File: src/core/dcr_pkg.sv
// package: frame layout, select codes and main register defaults
package dcr_pkg;

  // ==========================================================
  // frame layout
  localparam int FRAME_W = 24;
  localparam int POS_RW = 23;
  localparam int POS_DEV_HI = 22;
  localparam int POS_DEV_LO = 21;
  localparam int POS_DREG_HI = 20;
  localparam int POS_DREG_LO = 18;
  localparam int POS_CHAN_HI = 17;
  localparam int POS_CHAN_LO = 16;
  localparam int POS_CREG_HI = 15;
  localparam int POS_CREG_LO = 13;
  localparam int POS_PAY_HI = 12;
  localparam logic [2:0] DREG_CTRL = 3'h7;

  // ==========================================================
  // control register select codes
  localparam logic [2:0] CREG_SLEW = 3'h0;
  localparam logic [2:0] CREG_MAIN = 3'h1;
  localparam logic [2:0] CREG_CHAN = 3'h2;
  localparam logic [2:0] CREG_BOOST = 3'h3;
  localparam logic [2:0] CREG_SOFT = 3'h4;

  // ==========================================================
  // main register fields
  localparam int POS_STAT_RB = 11;
  localparam int POS_WD_EN = 10;
  localparam int POS_WD_HI = 9;
  localparam int POS_WD_LO = 8;
  localparam int POS_GOUT = 5;
  localparam int POS_GBOOST = 4;
  localparam logic [15:0] MAIN_RST = 16'h2000;

  // ==========================================================
  // watchdog periods in ms, cycles at 50 MHz
  localparam int CLK_HZ = 50000000;
  localparam int WD_MS_0 = 5;
  localparam int WD_MS_1 = 10;
  localparam int WD_MS_2 = 100;
  localparam int WD_MS_3 = 200;
  localparam longint WD_CYC_0 = longint'(WD_MS_0) * CLK_HZ / 1000;
  localparam longint WD_CYC_1 = longint'(WD_MS_1) * CLK_HZ / 1000;
  localparam longint WD_CYC_2 = longint'(WD_MS_2) * CLK_HZ / 1000;
  localparam longint WD_CYC_3 = longint'(WD_MS_3) * CLK_HZ / 1000;

  typedef enum logic [2:0] {
    DCR_SEL_NONE,
    DCR_SEL_SLEW,
    DCR_SEL_MAIN,
    DCR_SEL_CHAN,
    DCR_SEL_BOOST,
    DCR_SEL_SOFT
  } dcr_sel_t;

  typedef struct packed {
    logic status_readback_en;
    logic watchdog_en;
    logic [1:0] timeout_period_sel;
    logic global_output_enable;
    logic global_boost_power;
  } dcr_main_t;

  typedef struct packed {
    logic [1:0] device_addr;
    logic [1:0] channel_sel;
    logic [12:0] payload;
  } dcr_fwd_t;

endpackage

File: src/core/dcr_reg_decode.sv
// control register group decoder with the main control register
`timescale 1ns/1ps

// Functional notes
// - a control frame holds rw, two device address bits, 111, two channel bits, three select bits and thirteen payload bits, msb first.
// - select 000 slew, 001 main, 010 channel control, 011 boost control, 100 software.
// - the status readback enable bit turns readback on when set and resets to zero.
// - the watchdog enable bit turns the watchdog on when set and is off by default.
// - period select 00 is 5 ms, 01 is 10 ms, 10 is 100 ms, 11 is 200 ms.
// - the global output enable turns on all four outputs and is not mixed with per channel enables.
// - the global boost bit powers the boost converter on all four channels.
// - only frames with data register select 111 reach the control group.
module dcr_reg_decode (
  // clock and reset
  input wire logic clk_i,
  input wire logic rst_b_i,
  // frame from serial shifter
  input wire logic frame_valid_i,
  input wire logic [23:0] frame_i,
  // decoded selects
  output dcr_pkg::dcr_sel_t sel_o,
  output logic sel_valid_o,
  output dcr_pkg::dcr_fwd_t fwd_o,
  // main register fields
  output dcr_pkg::dcr_main_t main_o,
  output logic [15:0] main_readback_o,
  output logic [31:0] wd_period_cyc_o,
  output logic [3:0] chan_output_enable_o,
  output logic [3:0] chan_boost_power_o
);

  // ==========================================================
  // frame decode
  wire logic is_write;
  wire logic [2:0] data_reg_sel;
  wire logic [2:0] ctrl_reg_sel;
  wire logic ctrl_hit;
  wire logic main_hit;
  dcr_pkg::dcr_sel_t sel_d;

  // frame bits, msb first:
  //   23     rw, low for a write
  //   22:21  device address
  //   20:18  data register select, 111 for the control group
  //   17:16  channel
  //   15:13  control register select
  //   12:0   payload
  // reads and other data register selects never reach the group;
  // they are left to the rest of the interface

  // rw low marks a write
  assign is_write = ~frame_i[dcr_pkg::POS_RW];
  assign data_reg_sel =
    frame_i[dcr_pkg::POS_DREG_HI:dcr_pkg::POS_DREG_LO];
  assign ctrl_reg_sel =
    frame_i[dcr_pkg::POS_CREG_HI:dcr_pkg::POS_CREG_LO];
  // a read aimed at the group is dropped here, so no field moves
  // while the host only asks for status
  assign ctrl_hit = frame_valid_i && is_write &&
    (data_reg_sel == dcr_pkg::DREG_CTRL);

  // the main select is 001 with a zero following; the zero is
  // the host's duty, so it is not checked here
  assign main_hit = ctrl_hit &&
    (ctrl_reg_sel == dcr_pkg::CREG_MAIN);

  function automatic dcr_pkg::dcr_sel_t sel_decode(input logic [2:0] c);
    case (c)
      dcr_pkg::CREG_SLEW: sel_decode = dcr_pkg::DCR_SEL_SLEW;
      dcr_pkg::CREG_MAIN: sel_decode = dcr_pkg::DCR_SEL_MAIN;
      dcr_pkg::CREG_CHAN: sel_decode = dcr_pkg::DCR_SEL_CHAN;
      dcr_pkg::CREG_BOOST: sel_decode = dcr_pkg::DCR_SEL_BOOST;
      dcr_pkg::CREG_SOFT: sel_decode = dcr_pkg::DCR_SEL_SOFT;
      // codes 101..111 name no register; the pulse still fires
      default: sel_decode = dcr_pkg::DCR_SEL_NONE;
    endcase
  endfunction

  assign sel_d = ctrl_hit ? sel_decode(ctrl_reg_sel) :
    dcr_pkg::DCR_SEL_NONE;

  // ==========================================================
  // main register
  dcr_pkg::dcr_main_t main_q;
  dcr_pkg::dcr_main_t main_d;
  dcr_pkg::dcr_main_t main_wr;
  dcr_pkg::dcr_sel_t sel_q;
  logic sel_valid_q;
  dcr_pkg::dcr_fwd_t fwd_q;
  logic [31:0] wd_cyc_q;
  wire logic [31:0] wd_cyc_d;

  // period in clock cycles; the timer itself sits outside
  function automatic logic [31:0] wd_cycles(input logic [1:0] s);
    case (s)
      2'h0: wd_cycles = 32'(dcr_pkg::WD_CYC_0);
      2'h1: wd_cycles = 32'(dcr_pkg::WD_CYC_1);
      2'h2: wd_cycles = 32'(dcr_pkg::WD_CYC_2);
      default: wd_cycles = 32'(dcr_pkg::WD_CYC_3);
    endcase
  endfunction

  // main payload, bit 15 down:
  //   15:12  0010, select code and a zero, host's duty
  //   11     status readback enable
  //   10     watchdog enable
  //   9:8    watchdog period select
  //   7:6    ignored
  //   5      global output enable
  //   4      global boost power
  //   3:0    ignored
  // only defined fields are taken; bits 7, 6 and 3..0 are dropped
  assign main_wr = '{
    status_readback_en: frame_i[dcr_pkg::POS_STAT_RB],
    watchdog_en: frame_i[dcr_pkg::POS_WD_EN],
    timeout_period_sel:
      frame_i[dcr_pkg::POS_WD_HI:dcr_pkg::POS_WD_LO],
    global_output_enable: frame_i[dcr_pkg::POS_GOUT],
    global_boost_power: frame_i[dcr_pkg::POS_GBOOST]
  };
  assign main_d = main_hit ? main_wr : main_q;
  assign wd_cyc_d = wd_cycles(main_d.timeout_period_sel);

  // ==========================================================
  // forwarded frame fields
  // slew, channel, boost and software fields are decoded further
  // on; here only the addressing and the raw payload are kept
  dcr_pkg::dcr_fwd_t fwd_new;
  dcr_pkg::dcr_fwd_t fwd_d;

  assign fwd_new = '{
    device_addr: frame_i[dcr_pkg::POS_DEV_HI:dcr_pkg::POS_DEV_LO],
    channel_sel: frame_i[dcr_pkg::POS_CHAN_HI:dcr_pkg::POS_CHAN_LO],
    payload: frame_i[dcr_pkg::POS_PAY_HI:0]
  };
  // last control frame is held so a late reader still sees it
  assign fwd_d = ctrl_hit ? fwd_new : fwd_q;

  // ==========================================================
  // readback word and per channel fan out
  logic [15:0] readback_q;
  wire logic [15:0] readback_d;
  logic [3:0] chan_oe_q;
  wire logic [3:0] chan_oe_d;
  logic [3:0] chan_bp_q;
  wire logic [3:0] chan_bp_d;

  // fixed top nibble 0010 is or'ed in, fields at their bits;
  // the nibble is not stored, so it cannot drift
  assign readback_d = dcr_pkg::MAIN_RST | {
    4'h0,
    main_d.status_readback_en,
    main_d.watchdog_en,
    main_d.timeout_period_sel,
    2'h0,
    main_d.global_output_enable,
    main_d.global_boost_power,
    4'h0
  };

  // global bits fan out to all four channels; per channel bits
  // live in other registers and the host must not mix them
  assign chan_oe_d = {4{main_d.global_output_enable}};
  assign chan_bp_d = {4{main_d.global_boost_power}};

  // ==========================================================
  // select pulse and forwarded fields
  always_ff @(posedge clk_i or negedge rst_b_i) begin
    if (!rst_b_i) begin
      sel_q <= dcr_pkg::DCR_SEL_NONE;
      sel_valid_q <= 1'b0;
      fwd_q <= '0;
    end else begin
      sel_q <= sel_d;
      sel_valid_q <= ctrl_hit;
      fwd_q <= fwd_d;
    end
  end

  // ==========================================================
  // main register and watchdog period
  always_ff @(posedge clk_i or negedge rst_b_i) begin
    if (!rst_b_i) begin
      main_q <= '0;
      wd_cyc_q <= 32'(dcr_pkg::WD_CYC_0);
    end else begin
      main_q <= main_d;
      wd_cyc_q <= wd_cyc_d;
    end
  end

  // ==========================================================
  // registered copies for the outputs
  // kept as flops so no output carries decode glitches
  always_ff @(posedge clk_i or negedge rst_b_i) begin
    if (!rst_b_i) begin
      readback_q <= dcr_pkg::MAIN_RST;
      chan_oe_q <= '0;
      chan_bp_q <= '0;
    end else begin
      readback_q <= readback_d;
      chan_oe_q <= chan_oe_d;
      chan_bp_q <= chan_bp_d;
    end
  end

  // ==========================================================
  // outputs
  // every output is a flop, never a decode term
  assign main_o = main_q;
  assign sel_o = sel_q;
  assign sel_valid_o = sel_valid_q;
  assign fwd_o = fwd_q;
  assign wd_period_cyc_o = wd_cyc_q;
  assign main_readback_o = readback_q;
  assign chan_output_enable_o = chan_oe_q;
  assign chan_boost_power_o = chan_bp_q;

endmodule

File: config.mk
export PLATFORM = sky130hd
export DESIGN_NAME = dcr_reg_decode
export DESIGN_NICKNAME = d
export VERILOG_FILES = /design/src/core/dcr_pkg.sv /design/src/core/dcr_reg_decode.sv
export SDC_FILE = /design/constraint.sdc
export NUM_CORES = 1
export LEC_CHECK = 0
export CAP_MARGIN = 5
export CORE_UTILIZATION = 27
export CTS_CLUSTER_DIAMETER = 150
export DETAILED_ROUTE_END_ITERATION = 8
export DONT_BUFFER_PORTS = 1
export GPL_TIMING_DRIVEN = 0
export MAX_ROUTING_LAYER = met4
export SYNTH_ARGS = -nofsm -noshare
export SYNTH_HDL_FRONTEND = slang
export SYNTH_SLANG_ARGS = --single-unit
File: constraint.sdc
create_clock -name clk_i -period 2.2 [get_ports clk_i]
set_clock_uncertainty 0.1 [all_clocks]
set_input_delay 0.66 -clock clk_i [delete_from_list [all_inputs] [get_ports clk_i]]
set_output_delay 0.66 -clock clk_i [all_outputs]
set_load 0.005 [all_outputs]
==> impl_metrics.env, run 1 <==
export IMPL_syn_inst=135
export IMPL_grtUsageTotal=0.09497
export IMPL_clock_sinks=37
export IMPL_grt_pass1_vias=919
export IMPL_core_area_um2=6386
export IMPL_cts_tree="done"
export IMPL_critPathRequiredTime_ns=2.28
export IMPL_start_util=0.2813
export IMPL_cts_clk_slew_worst_paths_ns=0.07
export IMPL_cts_resized=0
export IMPL_post_cts_buffers=0
export IMPL_clk_latency_ns=0.28
export IMPL_critPathArrivalTime_ns=1.87
export IMPL_cts_buffers=5
export IMPL_place_congestion=0.6556
export IMPL_synth_area_um2=1797
export IMPL_worstSetupStartpointType="input pin"
export IMPL_fin_nets=196
export IMPL_rsz0062_at_grt="no"
export IMPL_cts_max_level=2
export IMPL_dieArea_um2=6985
export IMPL_synth_seq_area_share=0.5188
export IMPL_antenna_found_initial=0
export IMPL_fin_tns_setup_ns=0
export IMPL_num_vias=951
export IMPL_min_path_type="input pin to asynchronous set/reset pin"
export IMPL_ys_ff_latch=37
export IMPL_maxCapViolCount=0
export IMPL_grt_max_degree=33
export IMPL_dpl_cell_area_um2=1972
export IMPL_hold_viol_final=0
export IMPL_critPathKind="input pin to register"
export IMPL_io_pin_count=110
export IMPL_timing_final_ws_setup_ns=0.4158
export IMPL_syn_mean_instance_area_um2=13.31
export IMPL_ant_nets=0
export IMPL_gr_total_overflow=0
export IMPL_dieWidth_um=83.58
export IMPL_rr_endpoint="wd_period_cyc_o[12]"
export IMPL_drive_above_1_share=0.5273
export IMPL_stdcell_area_um2=2082
export IMPL_clockRootBuffer="clkbuf_8"
export IMPL_grt_pass1_wl_mm=4.843
export IMPL_drv_slew=0
export IMPL_r2r_start="main_readback_o[9]"
export IMPL_totalWireLength_mm=3.257
export IMPL_end_kind="register"
export IMPL_status="finished, final reports clean"
export IMPL_powerDensity_nw_per_um2=759.8
export IMPL_fillerInstances=659
export IMPL_ir_drop_uv=256.0
export IMPL_cp_max_fo=10
export IMPL_whs_ns=0.09953
export IMPL_fp_row_count=29
export IMPL_post_route_drc_count=0
export IMPL_finish_utilization=0.3260
export IMPL_reg2reg_setup_slack_ns=0.95
export IMPL_antenna_cells=0
export IMPL_period_needed_ns=1.784
export IMPL_dieHeight_um=83.58
export IMPL_avgViaCountPerCell=3.930
export IMPL_r2r_cells=2
export IMPL_setup_viol=0
export IMPL_fmax_ghz=0.5605
export IMPL_drt_wirelength_per_cell_um=13.46
export IMPL_power_leakage_nw=1.126
export IMPL_fin_crit_sh=0.8110
export IMPL_place_detailed_hpwl_mm=2.375
export IMPL_portBuffers=0
export IMPL_cts_buffer_depth=2
export IMPL_syn2layout_area_growth_pct=15.88
export IMPL_drt_pass1_iterations=2
export IMPL_pre_cts_ws_ns=0.09534
export IMPL_ys_types=22
export IMPL_drtIter0Drc=24
export IMPL_yosys_warnings=0
==> Yosys cell counts (all sizes together) <==
master / instances / share of area
buf: 49 / 0.20
dfrtp: 32 / 0.45
mux2: 25 / 0.17
dfstp: 5 / 0.073
ha: 5 / 0.035
inv: 3 / 0.0063
mux2i: 3 / 0.017
conb: 2 / 0.0042
a211oi: 1 / 0.0042
a21oi: 1 / 0.0028
and4b: 1 / 0.0056
nand2: 1 / 0.0021
nand3b: 1 / 0.0042
nand4: 1 / 0.0035
nand4b: 1 / 0.0084
nor2: 1 / 0.0021
nor2b: 1 / 0.0035
nor3: 1 / 0.0028
xnor2: 1 / 0.0049
==> cells in the final DEF (no fill, tap or decap), drive strengths merged <==
master | netlist | routed
buf | 49 | 50
dfrtp | 32 | 32
mux2 | 25 | 25
conb | 2 | 23
clkbuf | 0 | 8
ha | 5 | 5
dfstp | 5 | 5
mux2i | 3 | 3
inv | 3 | 3
nor2b | 1 | 1
and4b | 1 | 1
nand4b | 1 | 1
nand4 | 1 | 1
xnor2 | 1 | 1
nor3 | 1 | 1
a211oi | 1 | 1
nor2 | 1 | 1
nand2 | 1 | 1
nand3b | 1 | 1
a21oi | 1 | 1
==> power by group <==
part	internal [W]	leakage, nW	switching [W]	total [W]
combinational	0.000147	0.614	0.0000750	0.000222
sequential	0.000789	0.467	0.0000820	0.000871
clock	0.000256	0.0455	0.000234	0.000489
total	0.00119	1.13	0.000391	0.00158
==> final cells by class <==
cell class | instances | area [um^2] | share of cell area
inverters | 3 | 11.26 | 0.005409
multi-input cells | 67 | 565.5 | 0.2716
clock buffers | 8 | 90.09 | 0.04327
well taps | 77 | 96.34 | 0.04627
plain buffers | 49 | 366.6 | 0.1761
repair buffers | 1 | 20.02 | 0.009615
flip-flops and latches | 37 | 932.1 | 0.4477
==> flip-flops by register name, summed over array words and instances, names as in the netlist <==
signal,count
fwd_o,17
main_o,1
main_readback_o,5
sel_o,3
sel_valid_o,1
wd_period_cyc_o,10
==> repair_timing <==
action	CTS	global route
hold buffers	1	0
hold endpoints to repair	32	0
setup endpoints to repair	0	0
==> critical path, cell delays in order <==
cell	delay, ns
and4b_1	0.24
nand4b_2	0.15
buf_6	0.20
mux2_4	0.31
ha_1	0.28
inv_1	0.03
==> layer usage <==
| layer | share of wire | vias up | track usage | routed length [um] |
|---|---|---|---|---|
| li1 | - | 432 | - | - |
| met1 | 0.37 | 445 | 0.1013 | 1196 |
| met2 | 0.50 | 69 | 0.1530 | 1626 |
| met3 | 0.12 | 5 | 0.04451 | 395 |
| met4 | 0.012 | 0 | 0.03698 | 39 |
| met5 | 0 | - | - | 0 |
==> metrics by stage <==
| step | power, W | std cells |
|---|---|---|
| floorplan | 0.001054 | 156 |
| global placement | 0.001088 | 233 |
| detailed placement | 0.001096 | 233 |
| CTS | 0.001618 | 242 |
| global route | 0.001675 | 242 |
| finish | 0.001582 | 242 |
==> kinds of logic after synthesis <==
family / synth area share
compound gates: 0.006963
xor+xnor: 0.004876
fa+ha+maj: 0.03482
buf+inv: 0.2103
flops: 0.5188
mux: 0.1880
other cells: 0.004180
simple gates: 0.03203
==> worst max-delay path by stage <==
stage / end / slack, ns / from
finish: wd_period_cyc_o[18] / 0.42 / frame_i[15]
global route: wd_period_cyc_o[18] / 0.34 / frame_i[15]
CTS: wd_period_cyc_o[18] / 0.40 / frame_i[15]
detailed placement: wd_period_cyc_o[18] / 0.1 / frame_i[15]
global placement: wd_period_cyc_o[18] / 0.09 / frame_i[15]
floorplan: wd_period_cyc_o[18] / 0.21 / frame_i[15]
No activity file was read; power rests on OpenSTA's default activity.
==> inputs of run 2 (changes only) <==
==> constraint.sdc (replaced) <==
create_clock -name clk_i -period 1.65 [get_ports clk_i]
set_clock_uncertainty 0.1 [all_clocks]
set_input_delay 0.495 -clock clk_i [delete_from_list [all_inputs] [get_ports clk_i]]
set_output_delay 0.495 -clock clk_i [all_outputs]
set_load 0.005 [all_outputs]
==> run 2 against run 1 <==
Effect of this change:
- utilization increased by 1.2 points
- clock-buffer cell count decreased by 1
- sequential power increased by 33%
- non-clock buffer count increased by 4
- die area unchanged
- worst hold slack improved by 0.072 ns
- combinational power increased by 36%
- wire length decreased by 4.9%
- final area increased by 3.7%
- global-route usage decreased by 0.059 points
- first-iteration DRC count decreased by 29%
- largest power group unchanged
==> impl_metrics.env, run 2 (synthesis results as in run 1) <==
export IMPL_final_common_cell="buf_4"
export IMPL_rsz0062_at_grt="no"
export IMPL_grt_pass1_vias=906
export IMPL_portBuffers=0
export IMPL_ant_nets=0
export IMPL_whs_endpoint="sel_o[0]"
export IMPL_cts_buffer_depth=2
export IMPL_fin_nets=200
export IMPL_stdcell_area_um2=2158
export IMPL_period_needed_ns=1.599
export IMPL_cp_max_fo=7
export IMPL_ir_drop_uv=470.6
export IMPL_dpl_cell_area_um2=1972
export IMPL_cts_max_level=2
export IMPL_core_area_um2=6386
export IMPL_r2r_cells=2
export IMPL_power_leakage_nw=1.161
export IMPL_sw_frac_of_total=0.2270
export IMPL_fin_crit_sh=0.9689
export IMPL_clock_power_share=0.352
export IMPL_fp_row_count=29
export IMPL_fmax_ghz=0.6255
export IMPL_hold_path_depth=1
export IMPL_cts_buffers=5
export IMPL_critPathArrivalTime_ns=1.68
export IMPL_place_congestion=0.6677
export IMPL_grtUsageTotal=0.09438
export IMPL_reg2reg_setup_slack_ns=0.38
export IMPL_antenna_found_initial=0
export IMPL_post_route_drc_count=0
export IMPL_start_util=0.2813
export IMPL_clk_latency_ns=0.28
export IMPL_cts_clk_slew_worst_paths_ns=0.07
export IMPL_combPwrFrac=0.134
export IMPL_mostFrequentLayoutCells="49 x buf_4, 32 x dfrtp_1, 23 x conb_1"
export IMPL_clock_sinks=37
export IMPL_r2r_start="main_readback_o[9]"
export IMPL_antenna_cells=0
export IMPL_power_switching_w=0.0005119
export IMPL_dieArea_um2=6985
export IMPL_dieHeight_um=83.58
export IMPL_avgViaCountPerCell=3.919
export IMPL_drt_pass1_iterations=2
export IMPL_drt_wirelength_per_cell_um=12.60
export IMPL_syn2layout_area_growth_pct=20.13
export IMPL_dieWidth_um=83.58
export IMPL_cts_tree="done"
export IMPL_powerDensity_nw_per_um2=1045
export IMPL_gr_total_overflow=0
export IMPL_drtIter0Drc=17
export IMPL_clockRootBuffer="clkbuf_8"
export IMPL_min_path_type="input pin to register"
export IMPL_largest_register_ff_count=17
export IMPL_maxCapViolCount=0
export IMPL_setup_viol=0
export IMPL_totalWireLength_mm=3.099
export IMPL_num_vias=964
export IMPL_drive_above_1_share=0.5385
export IMPL_hold_viol_final=0
export IMPL_critPathRequiredTime_ns=1.73
export IMPL_fin_total_pwr_w=0.002255
export IMPL_intPower_w=0.001743
export IMPL_grt_pass1_wl_mm=4.802
export IMPL_p_seq_frac=0.514
export IMPL_place_detailed_hpwl_mm=2.300
export IMPL_worstSetupStartpointType="input pin"
export IMPL_io_pin_count=110
export IMPL_cp_startpoint="frame_i[18]"
export IMPL_grt_max_degree=38
export IMPL_rr_endpoint="wd_period_cyc_o[12]"
export IMPL_end_kind="register"
export IMPL_min_from="frame_i[13]"
export IMPL_drv_slew=0
export IMPL_critPathKind="input pin to register"
export IMPL_status="finished, final reports clean"
[run 2: cell types whose count changed in the layout (fill, tap and decap cells not counted)]
cell           delta
nand4b_4          +1
dlygate4sd3_1     +1
buf_12            +1
buf_6             -1
bufinv_16         +1
clkbuf_1          -1
buf_4             +3
nand4b_2          -1
[run 2: stage by stage]
stage | setup WS, ns | hold slack, ns | utilization | std cells | setup TNS (ns)
floorplan | -0.1794 | 0.09941 | - | 156 | -0.3373
global placement | -0.2929 | 0.1002 | 0.3088 | 233 | -1.037
detailed placement | -0.2912 | 0.1004 | 0.3088 | 233 | -1.221
CTS | 0.006688 | 0.1584 | 0.3317 | 243 | 0
global route | 0.008496 | 0.1569 | 0.3380 | 246 | 0
finish | 0.05126 | 0.1720 | 0.3380 | 246 | 0
[run 2: per-layer routing]
layer | vias up | wire [um] | track usage
met3 | 4 | 385 | 0.04055
li1 | 437 | - | -
met2 | 69 | 1443 | 0.1426
met4 | 0 | 31 | 0.03698
met1 | 454 | 1237 | 0.1109
met5 | - | 0 | -
[run 2: how the worst max path moves through the flow]
stage | end | cells past startpoint | slack (ns)
final | wd_period_cyc_o[18] | 6 | 0.05
after floorplan | wd_period_cyc_o[18] | 6 | -0.18
after detailed placement | wd_period_cyc_o[18] | 6 | -0.29
after global placement | wd_period_cyc_o[18] | 6 | -0.29
after global routing | wd_period_cyc_o[18] | 6 | 0.008
after CTS | wd_period_cyc_o[18] | 6 | 0.007
[run 2: power groups by stage]
stage | sequential, W | combinational, W | clock, W
floorplan | 0.00115 | 0.000257 | 0
global placement | 0.00118 | 0.000272 | 0
detailed placement | 0.00118 | 0.000278 | 0
CTS | 0.00116 | 0.000305 | 0.000837
global route | 0.00118 | 0.000335 | 0.000883
finish | 0.00116 | 0.000303 | 0.000793
[run 2: cell type report]
class,count,area [um^2]
flip-flops and latches,37,932.1
inverters,3,11.26
repair buffers,5,52.55
clock buffers,7,86.33
fillers,649,4228
well taps,77,96.34
plain buffers,49,375.4
clock inverters,1,30.03
multi-input cells,67,574.3
[run 2: worst max-delay path, stage by stage]
cell	delay (ns)
nor2b_1	0.24
nand4b_4	0.17
buf_12	0.17
mux2_4	0.30
ha_1	0.27
inv_1	0.03
[run 2: repair_timing]
| item | in CTS | in global routing |
|---|---|---|
| gates resized for setup | 0 | 3 |
| hold buffers | 2 | 0 |
| endpoints found under the setup margin | 0 | 1 |
| hold endpoints to repair | 37 | 0 |
| buffers inserted | 0 | 3 |
==> inputs of run 3 (changes only) <==
--- a/config.mk
+++ b/config.mk
@@ -12,6 +12,7 @@
 export DONT_BUFFER_PORTS = 1
 export GPL_TIMING_DRIVEN = 0
 export MAX_ROUTING_LAYER = met4
+export SETUP_SLACK_MARGIN = 0.5
 export SYNTH_ARGS = -nofsm -noshare
 export SYNTH_HDL_FRONTEND = slang
 export SYNTH_SLANG_ARGS = --single-unit
==> run 3 against run 2 <==
Effect of this change:
- the flow now finishes with violations (hold timing)
- maximum frequency increased by 0.73%
- sequential share of layout area decreased by 4.7 points
- sequential cell count unchanged
- global-route usage increased by 1.1 points
- worst hold slack got worse by 0.38 ns
- clock-buffer cell count increased by 1
- first-iteration DRC count increased by 76%
==> impl_metrics.env, run 3 (synthesis results as in run 1) <==
export IMPL_rr_endpoint="wd_period_cyc_o[18]"
export IMPL_drtIter0Drc=30
export IMPL_fmax_ghz=0.6300
export IMPL_reg2reg_setup_slack_ns=0.36
export IMPL_cts_tree="done"
export IMPL_num_vias=1008
export IMPL_worstSetupStartpointType="input pin"
export IMPL_portBuffers=0
export IMPL_critPathRequiredTime_ns=1.73
export IMPL_critPathArrivalTime_ns=1.67
export IMPL_antenna_cells=0
export IMPL_fin_crit_sh=0.9619
export IMPL_end_kind="register"
export IMPL_pre_cts_ws_ns=-0.2809
export IMPL_crit_family="simple AND/OR/NAND/NOR gates"
export IMPL_r2r_cells=3
export IMPL_slowest_delay_ns=0.31
export IMPL_ant_nets=0
export IMPL_drive_above_1_share=0.6441
export IMPL_path_cells="and4b_1 -> nand4b_4 -> buf_12 -> mux2_4 -> ha_4 -> inv_2"
export IMPL_dieArea_um2=6985
export IMPL_whs_ns=-0.2104
export IMPL_io_pin_count=110
export IMPL_fin_nets=208
export IMPL_final_common_cell="buf_4"
export IMPL_clockRootBuffer="clkbuf_8"
export IMPL_cp_max_fo=7
export IMPL_drt_wirelength_per_cell_um=13.96
export IMPL_grt_max_degree=38
export IMPL_grt_pass1_vias=949
export IMPL_grt_pass1_wl_mm=5.244
export IMPL_grtUsageTotal=0.1049
export IMPL_cts_buffer_depth=2
export IMPL_r2r_start="main_o[2]"
export IMPL_totalWireLength_mm=3.545
export IMPL_mostFrequentLayoutCells="32 x buf_4, 30 x dfrtp_1, 23 x buf_6, 23 x conb_1, 16 x mux2_2"
export IMPL_dieHeight_um=83.58
export IMPL_antenna_found_initial=0
export IMPL_cts_max_level=2
export IMPL_cpMaxStageDelayCell="mux2_4"
export IMPL_setup_viol=0
export IMPL_place_detailed_hpwl_mm=2.392
export IMPL_ir_drop_uv=348.1
export IMPL_power_leakage_nw=1.226
export IMPL_place_congestion=0.6358
export IMPL_violations="hold timing"
export IMPL_drv_slew=0
export IMPL_maxCapViolCount=0
export IMPL_period_needed_ns=1.587
export IMPL_fin_tns_setup_ns=0
export IMPL_avgViaCountPerCell=3.969
export IMPL_syn2layout_area_growth_pct=35.03
export IMPL_core_area_um2=6386
export IMPL_status="complete, but fails checks"
export IMPL_hold_viol_final=37
export IMPL_post_route_drc_count=0
export IMPL_powerDensity_nw_per_um2=895.5
export IMPL_drt_pass1_iterations=4
export IMPL_worst_path_buf_inv=2
export IMPL_rsz0062_at_grt="yes"
export IMPL_fin_total_pwr_w=0.002173
export IMPL_cts_clk_slew_worst_paths_ns=0.08
export IMPL_clock_sinks=37
export IMPL_timing_final_ws_setup_ns=0.06280
export IMPL_gr_total_overflow=0
export IMPL_clk_latency_ns=0.28
export IMPL_cts_buffers=5
export IMPL_fp_row_count=29
export IMPL_dieWidth_um=83.58
export IMPL_min_path_type="input pin to asynchronous set/reset pin"
export IMPL_critPathKind="input pin to register"
export IMPL_start_util=0.2813
export IMPL_largest_register_ff_count=17
run 3: cell types whose count changed in the layout (fill, tap and decap cells not counted), moves of 3 or more:
cell     before  now
ha_1          5    1
buf_8         0    3
buf_6         0   23
buf_4        49   32
mux2i_1       3    0
run 3: worst max-delay path by stage:
stage / startpoint / endpoint / slack (ns) / depth (start not counted)
after CTS: frame_i[15] / wd_period_cyc_o[18] / 0.08 / 6
after global routing: frame_i[15] / wd_period_cyc_o[18] / 0.05 / 6
after floorplan: frame_i[15] / wd_period_cyc_o[18] / -0.18 / 6
final: frame_i[15] / wd_period_cyc_o[18] / 0.06 / 6
after detailed placement: frame_i[15] / wd_period_cyc_o[18] / -0.28 / 6
after global placement: frame_i[15] / wd_period_cyc_o[18] / -0.29 / 6
run 3: layer usage:
metal,up-vias,part of all wire,global-route usage
met1,494,0.40,0.1219
met2,55,0.50,0.1633
met4,0,0.014,0.04160
met5,-,0,-
li1,453,-,-
met3,6,0.086,0.04055
run 3: metrics by stage:
stage,instances,hold slack [ns],utilization,instance area [um^2]
after floorplan,156,0.09941,-,1961
after global placement,233,0.1000,0.3221,2057
after detailed placement,233,0.09990,0.3221,2057
after CTS,252,-0.2219,0.3715,2372
after global routing,254,-0.2299,0.3799,2426
final,254,-0.2104,0.3799,2426
run 3: cell type report:
class                      count  area [um^2]
inverter                       3        11.26
timing repair buffer          13        152.6
sequential                    37        934.6
tap                           77        96.34
buffer                        49        479.2
fill                         631         3960
clock buffer                   8        90.09
multi-input combinational     67        661.9
run 3: what timing repair did:
| item | 4_1_cts | 5_1_grt |
|---|---|---|
| buffers inserted | 9 | 2 |
| hold endpoints to repair | 37 | 37 |
| setup endpoints to repair | 92 | 95 |
| pin swaps | 3 | 2 |
| gates resized for setup | 26 | 8 |
| gates cloned | 2 | 0 |
run 3: power breakdown:
part           leakage (nW)  internal [W]  switching (W)
sequential            0.463       0.00105       0.000121
combinational         0.717      0.000244      0.0000974
clock                0.0455      0.000341       0.000316
run 3: worst register-to-register path: cells and delay by family (launching register included):
kind / cells / cell delay, ns
flops: 1 / 0.48
mux: 1 / 0.32
fa+ha+maj: 1 / 0.27
buf+inv: 1 / 0.03
